==> src/common/afx_pkg.sv <==
/*
  Package for the external FIFO host controller: pin groups, timing figures
  and cycle counts. Assumes a 100 MHz controller clock.
*/
package afx_pkg;

  localparam int CLK_PERIOD_NS = 10;

  // ----------------------------------------------------------------
  // Timing figures (ns) of the fastest grade
  // ----------------------------------------------------------------
  localparam int T_PULSE_NS = 35;   // strobe low time
  localparam int T_RECOV_NS = 10;   // strobe high time
  localparam int T_ACCESS_NS = 25;  // strobe low to data valid
  localparam int T_RST_NS = 35;     // clear pulse width
  localparam int T_RSC_NS = 45;     // clear or replay cycle until flags valid
  localparam int T_RSS_NS = 30;     // strobes high before clear release
  localparam int T_RSR_NS = 15;     // strobes high after clear release
  localparam int T_FLAG_NS = 35;    // strobe edge to flag settle

  // Least times round up
  localparam int PULSE_CYC = (T_PULSE_NS + CLK_PERIOD_NS - 1) / CLK_PERIOD_NS;
  localparam int RECOV_CYC = (T_RECOV_NS + CLK_PERIOD_NS - 1) / CLK_PERIOD_NS;
  localparam int ACCESS_CYC = (T_ACCESS_NS + CLK_PERIOD_NS - 1) / CLK_PERIOD_NS;
  localparam int RST_CYC = (T_RST_NS + CLK_PERIOD_NS - 1) / CLK_PERIOD_NS;
  localparam int RSC_CYC = (T_RSC_NS + CLK_PERIOD_NS - 1) / CLK_PERIOD_NS;
  localparam int RSS_CYC = (T_RSS_NS + CLK_PERIOD_NS - 1) / CLK_PERIOD_NS;
  localparam int RSR_CYC = (T_RSR_NS + CLK_PERIOD_NS - 1) / CLK_PERIOD_NS;
  localparam int FLAG_CYC = (T_FLAG_NS + CLK_PERIOD_NS - 1) / CLK_PERIOD_NS;

  localparam int CNT_W = 4;
  localparam int DATA_W = 9;

  // Flags from the device, all active low
  typedef struct packed {
    logic empty_indicator_n;
    logic full_indicator_n;
    logic half_level_indicator_n;
  } afx_flags_s;

  // Control pins toward the device, all active low
  typedef struct packed {
    logic clear_pin_n;
    logic replay_pin_n;
    logic store_n;
    logic fetch_n;
  } afx_ctrl_s;

  typedef enum logic [2:0] {
    ST_CLEAR  = 3'b000,
    ST_SETTLE = 3'b001,
    ST_IDLE   = 3'b010,
    ST_WLOW   = 3'b011,
    ST_RLOW   = 3'b100,
    ST_RECOV  = 3'b101,
    ST_REPLAY = 3'b110
  } afx_state_e;

endpackage

==> src/core/afx_host.sv <==
/*
  Host controller that drives an external clockless 9-bit FIFO: clear,
  store and fetch strobes, replay pulse, flag sampling.
  Assumes flag and data inputs are already synchronous to clk.
*/
// Behaviour
// Fetch only starts while not empty
// Reads return words in write order
// Data bus floats after fetch strobe rises
// No fetch issued once device empty
// Empty released after write completes
// Empty rechecked before every fetch
// Fetch near empty release is avoided
// Clear pin low resets both pointers
// Clear always applied before any write
// Flags ignored until clear cycle ends
// Replay pulse rewinds read pointer
// Flags ignored until replay cycle ends
// Replay refused in depth expansion
// Chain-in grounded at clear: single mode
// Width grows by paralleling devices
// Width mode flags from one device
// Half flag same in width mode
// Never tie device flags together
// Half flag falls on next store
// Half flag rises on fetch strobe rise
// Depth mode flags combined outside
// Pointers wrap, status by distance
// Store only starts while not full
// No store issued once device full
// First device select grounded once
// Reads and writes independent
`timescale 1ns/1ps
`default_nettype none
module afx_host
  import afx_pkg::*;
#(
  parameter int DATA_W_P = DATA_W,
  parameter bit DEPTH_MODE = 1'b0
) (
  input wire logic clk,
  input wire logic rst,
  input wire logic init_req,
  input wire logic wr_req,
  input wire logic [DATA_W_P-1:0] wr_data,
  input wire logic rd_req,
  input wire logic replay_req,
  output logic busy,
  output logic wr_done,
  output logic wr_refused,
  output logic rd_valid,
  output logic [DATA_W_P-1:0] rd_data,
  output logic rd_refused,
  output logic replay_refused,
  output logic flags_valid,
  output logic half_level,
  input wire afx_flags_s dev_flags,
  output afx_ctrl_s dev_ctrl,
  output logic chain_in_n,
  output logic first_chain_select_n,
  output logic [DATA_W_P-1:0] dev_din,
  input wire logic [DATA_W_P-1:0] dev_dout
);

  // ----------------------------------------------------------------
  // State
  // ----------------------------------------------------------------
  afx_state_e state, next_state;
  logic [CNT_W-1:0] cnt, next_cnt;
  logic [CNT_W-1:0] settle;
  logic rd_pend;

  // ----------------------------------------------------------------
  // Decode
  // ----------------------------------------------------------------
  // One flag set, from one device or from outside combining logic;
  // flags are never wired together here; see R16 see R18
  wire logic cnt_zero = (cnt == '0);
  wire logic idle = (state == ST_IDLE);
  // Flags only trusted in idle after their settle time; see R10
  wire logic flag_ok = idle && (settle == '0);
  wire logic can_rd = flag_ok && dev_flags.empty_indicator_n;  // see R01
  // No pointer copy kept: device status is distance based
  wire logic can_wr = flag_ok && dev_flags.full_indicator_n;
  wire logic go_init = idle && init_req;
  wire logic go_replay = idle && !init_req && replay_req && !DEPTH_MODE;
  wire logic go_wr = idle && !init_req && !replay_req && wr_req && can_wr;
  // Write wins a tie; fetch is not queued and needs rd_req again once flags settle
  wire logic go_rd = idle && !init_req && !replay_req && !wr_req && rd_req && can_rd;
  wire logic rd_end = (state == ST_RLOW) && cnt_zero;
  wire logic clear_low = (state == ST_CLEAR) && (cnt >= CNT_W'(RSS_CYC));

  // ----------------------------------------------------------------
  // Next state
  // ----------------------------------------------------------------
  always_comb begin
    next_state = state;
    next_cnt = cnt_zero ? cnt : cnt - CNT_W'(1);
    unique case (state)
      ST_CLEAR: begin
        // Strobes stay high before, during and after clear
        if (cnt_zero) begin
          next_state = ST_SETTLE;
          next_cnt = CNT_W'(RSR_CYC);
        end
      end
      ST_SETTLE: begin
        if (cnt_zero) begin
          next_state = ST_IDLE;
        end
      end
      ST_IDLE: begin
        if (go_init) begin
          next_state = ST_CLEAR;
          next_cnt = CNT_W'(RSS_CYC + RST_CYC);
        end else if (go_replay) begin
          // Counts down a full pulse: one cycle wider than a strobe
          next_state = ST_REPLAY;
          next_cnt = CNT_W'(PULSE_CYC);
        end else if (go_wr) begin
          next_state = ST_WLOW;
          next_cnt = CNT_W'(PULSE_CYC - 1);
        end else if (go_rd) begin
          next_state = ST_RLOW;
          next_cnt = CNT_W'(PULSE_CYC - 1);
        end
      end
      ST_WLOW, ST_RLOW: begin
        if (cnt_zero) begin
          next_state = ST_RECOV;
          next_cnt = CNT_W'(RECOV_CYC - 1);
        end
      end
      ST_RECOV, ST_REPLAY: begin
        if (cnt_zero) begin
          next_state = ST_IDLE;
        end
      end
      default: begin
        next_state = ST_CLEAR;
        next_cnt = CNT_W'(RSS_CYC + RST_CYC);
      end
    endcase
  end

  // ----------------------------------------------------------------
  // Registers
  // ----------------------------------------------------------------
  always_ff @(posedge clk or posedge rst) begin
    if (rst) begin
      state <= ST_CLEAR;
      cnt <= CNT_W'(RSS_CYC + RST_CYC);
    end else begin
      state <= next_state;
      cnt <= next_cnt;
    end
  end

  // Settle window after clear, replay or any strobe; see R05
  always_ff @(posedge clk or posedge rst) begin
    if (rst) begin
      settle <= CNT_W'(RSC_CYC);
    end else if (state == ST_CLEAR || state == ST_REPLAY) begin
      settle <= CNT_W'(RSC_CYC);
    end else if (state == ST_WLOW || state == ST_RLOW) begin
      settle <= CNT_W'(FLAG_CYC);
    end else if (settle != '0) begin
      settle <= settle - CNT_W'(1);
    end
  end

  // ----------------------------------------------------------------
  // Pin outputs
  // ----------------------------------------------------------------
  always_ff @(posedge clk or posedge rst) begin
    if (rst) begin
      dev_ctrl <= '{clear_pin_n: 1'b0, replay_pin_n: 1'b1, store_n: 1'b1, fetch_n: 1'b1};
      dev_din <= '0;
      busy <= 1'b1;
      wr_done <= 1'b0;
      wr_refused <= 1'b0;
      rd_refused <= 1'b0;
      replay_refused <= 1'b0;
      rd_valid <= 1'b0;
      rd_data <= '0;
      rd_pend <= 1'b0;
      flags_valid <= 1'b0;
      half_level <= 1'b0;
      chain_in_n <= DEPTH_MODE;
      first_chain_select_n <= 1'b0;
    end else begin
      dev_ctrl.clear_pin_n <= !clear_low;
      dev_ctrl.store_n <= !(go_wr || (state == ST_WLOW && !cnt_zero));
      dev_ctrl.fetch_n <= !(go_rd || (state == ST_RLOW && !cnt_zero));
      dev_ctrl.replay_pin_n <= !(go_replay || (state == ST_REPLAY && !cnt_zero));
      if (go_wr) begin
        // Bus width follows the devices set side by side
        dev_din <= wr_data;
      end
      busy <= !(next_state == ST_IDLE);
      wr_done <= (state == ST_WLOW) && cnt_zero;
      wr_refused <= idle && !init_req && !replay_req && wr_req && !can_wr;
      rd_refused <= idle && !init_req && !replay_req && !wr_req && rd_req
                    && !can_rd;
      replay_refused <= idle && !init_req && replay_req && DEPTH_MODE;
      rd_pend <= go_rd ? 1'b1 : (rd_end ? 1'b0 : rd_pend);
      // Sample data just before strobe rises; access time fits the pulse
      rd_valid <= rd_end && rd_pend;
      if (rd_end) begin
        rd_data <= dev_dout;
      end
      flags_valid <= flag_ok;
      if (flag_ok) begin
        half_level <= !dev_flags.half_level_indicator_n;  // see R19 see R20
      end
      // Mode straps: chain-in grounded selects single mode
      chain_in_n <= DEPTH_MODE;
      first_chain_select_n <= 1'b0;
    end
  end

endmodule
`default_nettype wire

==> config.mk <==
export PLATFORM = sky130hd
export DESIGN_NAME = afx_host
export DESIGN_NICKNAME = d
export VERILOG_FILES = /design/src/common/afx_pkg.sv /design/src/core/afx_host.sv
export SDC_FILE = /design/constraint.sdc
export NUM_CORES = 1
export LEC_CHECK = 0
export CAP_MARGIN = 40
export CELL_PAD_IN_SITES_DETAIL_PLACEMENT = 1
export CELL_PAD_IN_SITES_GLOBAL_PLACEMENT = 2
export CORE_MARGIN = 3
export CORE_UTILIZATION = 41
export CTS_BUF_LIST = sky130_fd_sc_hd__clkbuf_8
export CTS_CLUSTER_SIZE = 12
export DETAILED_ROUTE_END_ITERATION = 10
export DONT_BUFFER_PORTS = 1
export PLACE_DENSITY = 0.79
export SLEW_MARGIN = 30
export SYNTH_ARGS = -nofsm -noshare
export SYNTH_HDL_FRONTEND = slang
export SYNTH_SLANG_ARGS = --single-unit
==> constraint.sdc <==
create_clock -name clk -period 2.2 [get_ports clk]
set_clock_uncertainty 0.05 [all_clocks]
set_input_delay 0 -clock clk [delete_from_list [all_inputs] [get_ports clk]]
set_output_delay 0 -clock clk [all_outputs]
set_load 0.005 [all_outputs]
# --- Word level (Yosys, flattened, before mapping) ---
# Index checks and enable logic that the tools add are counted.
op_classes:
  n_addsub: 2
  reduce_logical: 46
  mux: 21
  eq_ne: 7
  magnitude_cmp: 1
ops:
  columns: ["operator", "count"]
  rows:
  - ["$mux 4", 10]
  - ["$logic_and 1x1->1", 21]
  - ["$mux 3", 7]
  - ["$pmux 4 s4", 1]
  - ["$logic_not 1->1", 12]
  - ["$pmux 3 s4", 1]
  - ["$eq 3x2->1 const B", 3]
  - ["$eq 3x3->1 const B", 3]
  - ["$logic_not 4->1", 2]
  - ["$sub 4x1->4 const B", 2]
  - ["$logic_or 1x1->1", 5]
  - ["$ge 4x2->1 const B", 1]
  - ["$reduce_bool 4->1", 1]
  - ["$eq 3x1->1 const B", 1]
  - ["$logic_not 3->1", 1]
  - ["$reduce_bool 3->1", 1]
  - ["$reduce_or 3->1", 1]
  - ["$mux 1", 2]
  - ["$reduce_bool 2->1", 1]
  - ["$reduce_or 2->1", 1]
word_totals:
  inputBits: 27
  reg_bits: 41
  wordCells: 94
  out_inout_bits: 32

# --- Longest topological paths before layout ---
depth:
  depth_word: 13
  mapped_depth: 8
  ltp_nobuf: 8

# --- Worst setup path after synthesis ---
# Ideal clock, no wire load.
synth_timing:
  path_type: "register to register"
  start: "reg settle[1]"
  end: "reg dev_din[0]"
  slack_ns: 0.225
  synth_period_minus_slack_ns: 1.975
  n_path_buf: 2
  required_time_ns: 2.025
  setup_ns: 0.125
  path_stages_with_launch: 8
  t_arrival_ns: 1.800
  path_cell_list: "dfrtp_1 > inv_1 > ha_1 > or3b_1 > buf_2 > nor4_4 > buf_6 > mux2_4"
synth_via:
  elab_chain_cells: 4
synth_rtl:
  columns: ["item", "line_no", "rtl"]
  rows:
  - ["start: declaration", "afx_host.sv:70", "logic [CNT_W-1:0] settle;"]
  - ["start signal: assignment", "afx_host.sv:162", "settle <= CNT_W'(RSC_CYC);"]
  - ["start signal: assignment", "afx_host.sv:164", "settle <= CNT_W'(RSC_CYC);"]
  - ["start signal: assignment", "afx_host.sv:166", "settle <= CNT_W'(FLAG_CYC);"]
  - ["$logic_not 4->1", "afx_host.sv:81", "wire logic flag_ok = idle && (settle == '0);"]
  - ["$logic_and 1x1->1", "afx_host.sv:81", null]
  - ["$logic_and 1x1->1", "afx_host.sv:84", "wire logic can_wr = flag_ok && dev_flags.full_indicator_n;"]
  - ["$logic_and 1x1->1", "afx_host.sv:87", "wire logic go_wr = idle && !init_req && !replay_req && wr_req && can_wr;"]
  - ["end signal: assignment", "afx_host.sv:198", "dev_din <= wr_data;"]
  - ["end: declaration", "afx_host.sv:61", "output logic [DATA_W_P-1:0] dev_din,"]
# Every way passes these cells.
# A chain may end at the register's enable or synchronous reset.

# --- Final worst setup path ---
# Ends and elaborated chain as after synthesis.

==> summary.md <==
| Metric | Value |
|---|---|
| Final Max Slew Viols | `0` |
| Die X | `76.1 um` |
| # diodes | `0` |
| Post-Syn Area | `0.00202 sq mm` |
| CTS sink count | `~40` |
| Final nets | `237` |
| DP Area | `around 0.0021 sq mm` |
| Commonest cells in the netlist | `dfrtp_1, inv_1, dfstp_2, mux2_2, mux2_4` |
| Non-filler cells in the finished layout | `271` |
| Post-synthesis sequential area ratio | `0.515` |
| Critical Path Fanout Max | `9` |
| Total power | `between 2000 and 3000 uW` |
| CTS buffer count | `5` |
| Io pins | `59` |
| Clk slew on worst S/H paths | `0.08 ns` |
| Synth unique cells | `approximately 50` |
| Layout Area Growth over Synthesis | `24.0%` |
| Critical Path AT | `2.21 ns` |
| CTS tree | `yes` |
| Flops & latches, synth | `a little over 40` |
| H-tree levels | `2` |
| Synth Warn # | `0` |
| Mapped Cells | `about 170` |
| Initial antenna violation count | `0` |
| DRT iter0 DRCs | `52` |
| Detailed Route WL | `5.07 mm` |
| Tcrit/Tclk final | `0.943` |
| Crit-path cells | `inv_1, ha_1, or3b_1, nor4_4, buf_12, mux2_4` |
| Outcome | `finished, final reports clean` |
| RSZ-0062 raised after global routing | `no` |
| Post-route cell area | `0.00250 sq mm` |
| Endpoint required time on the critical path | `approximately 2.3 ns` |
| Hold Path Class | `input pin to register` |
| Worst reg2reg path depth | `6` |
| DP HPWL | `approximately 3.2 mm` |
| Number of global-route vias before repair | `roughly 1600` |
| Final core occ | `0.551` |
| # DRC | `0` |
| Synth top area share | `0.397` |
| First-pass GRT wire length | `around 8.5 mm` |
| Slew Limit Headroom | `0.642` |
| Peak supply drop | `around 420 uV` |
| Via count | `about 1400` |
| Clk root buf | `clkbuf_8` |
| CTS max path bufs | `2` |
| DR WL/cell | `about 19 um` |
| Die ar. | `between 0.005 and 0.006 sq mm` |
| Largest net degree at the start of global routing | `42` |
| Critical path buffer and inverter count | `2` |
| Final Hold Fails | `0` |
| Placer's final routability congestion estimate | `slightly above 0.8` |
| GRT Total Usage | `0.185` |
| Area leader, netlist | `dfrtp_1` |
| Fraction of layout cells with a size suffix above 1 | `0.257` |
| Pwr dens | `1140 mW/mm^2` |
| # port buffers | `0` |
| Critical Path End Type | `register` |
| Setup CP Type | `register to register` |
| Largest cells by area after synthesis | `dfrtp_1, dfstp_2, mux2_4` |
| Die height | `76.1 um` |
| Max cap viols | `0` |
| Crit path max-delay family | `simple AND/OR/NAND/NOR gates` |
| Fmax | `482 MHz` |
| Setup violations, final | `0` |
| Stages on worst setup path | `6` |
| Clock insertion delay at the later pin of the skew report | `about 0.30 ns` |
| Row count | `24` |
| Setup TNS | `0 ns` |
| Slowest stage delay, CP | `0.41 ns` |
| Lkg Pwr | `0.00109 uW` |
| Initial cell density of the core | `0.445` |
| DRT antenna net count | `0` |
| Worst slew pin tran | `approximately 0.54 ns` |
| CP Launch Type | `register` |
| Synth Flop Type | `dfrtp_1` |
| Total iterations of the first detailed-routing run | `4` |
| Min Tclk post-route | `around 2.1 ns` |
| GR Overflow Total | `0` |
| Post-synth EDFFs | `0` |
| Hold depth | `3` |
| Top-count cell post-synth | `dfrtp_1` |
| Synthesized area per cell | `about 12 sq um` |
| Total core area | `between 0.004 and 0.005 sq mm` |
| Inst Count DP | `approximately 240` |
| Post-synth ARST share | `1.00` |
| Drt via density | `5.32` |
| Critical path's slowest cell | `or3b_1` |
[sequential cells by signal, indices dropped and copies added (netlist names)]
signal,count
dev_din,9
rd_data,9
cnt,4
dev_ctrl,4
settle,4
state,3
busy,1
flags_valid,1
half_level,1
rd_pend,1
rd_refused,1
rd_valid,1
wr_done,1
wr_refused,1
[power by group]
part	total, uW	switching [uW]	leakage (uW)	internal, uW
logic	1040	542	0.000522	502
registers	1220	188	0.000505	1030
clock network	594	261	0.0000593	332
[worst reg2reg max path: stages, from the launching register on]
cell	delay, ns
dfrtp_1	0.39
inv_1	0.08
ha_1	0.16
or3b_1	0.41
nor4_4	0.37
buf_12	0.19
mux2_4	0.32
[cells by family (layout without fill, tap and decap cells)]
logic type      count (synthesis)  count (layout)  synth area share
mux                            20              20             0.127
compound gates                 33              33             0.114
simple gates                   47              47             0.144
other cells                     1               3           0.00186
flops                          41              41             0.515
xor+xnor                        3               3            0.0130
buf+inv                        21              54            0.0540
fa+ha+maj                       5               5            0.0310
[routing by layer]
layer  wire, um  vias up  GRT usage
li1           -      663          -
met1       2120      724      0.227
met2       2590       49      0.318
met3        282        7     0.0426
met4         78        0     0.0652
met5          0        -          0
[repair_timing]
item / CTS / global route
buffers inserted: 1 / 0
gates resized for setup: 1 / 3
hold buffers: 26 / 0
endpoints found under the hold margin: 57 / 0
setup endpoints to repair: 3 / 3
[final cells by class]
class | count | area (sq um)
repair buffers | 36 | 348
well taps | 65 | 81.3
inverters | 10 | 37.5
fillers | 479 | 2030
multi-input cells | 111 | 888
clock buffers | 5 | 68.8
clock inverters | 3 | 38.8
flip-flops and latches | 41 | 1040
[per-stage QoR]
stage	setup WS [ns]	hold WS [ns]
global route	0.0119	0.0653
global placement	-0.113	-0.0157
floorplan	0.225	0.0323
finish	0.125	0.0173
CTS	0.0662	0.00183
detailed placement	-0.141	0.00630
[placed cells by master, fill, tap and decap left out, drive strengths merged, types with 2 or more instances in the layout]
| master | synthesis | final |
|---|---|---|
| dfrtp | 32 | 32 |
| dlygate4sd3 | 0 | 26 |
| mux2 | 18 | 18 |
| inv | 10 | 11 |
| buf | 8 | 10 |
| dfstp | 9 | 9 |
| nand2 | 8 | 8 |
| nor2 | 7 | 7 |
| o21ai | 6 | 6 |
| a21oi | 6 | 6 |
| ha | 5 | 5 |
| clkbuf | 3 | 5 |
| nor3 | 4 | 4 |
| or2 | 3 | 3 |
| nor2b | 3 | 3 |
| o21a | 3 | 3 |
| a211oi | 3 | 3 |
| nand2b | 3 | 3 |
| conb | 1 | 3 |
| or3b | 3 | 3 |
| nor3b | 3 | 3 |
| nand3 | 2 | 2 |
| a21o | 2 | 2 |
| nand3b | 2 | 2 |
| a31oi | 2 | 2 |
| mux2i | 2 | 2 |
| and3 | 2 | 2 |
| xnor2 | 2 | 2 |
| nor4 | 2 | 2 |
[final timing paths]
check / from / end / slack [ns]
worst max-delay path: settle[1] / dev_din[0] / 0.13
worst min-delay path: dev_flags[2] / rd_pend / 0.02
worst max register to register: settle[1] / dev_din[0] / 0.13
worst min register to register: rd_pend / rd_pend / 0.44
max in group asynchronous: rst / settle[2] / 1.45
min in group asynchronous: rst / rd_valid / 0.27
Note: power is estimated with default switching activity, not from simulation.
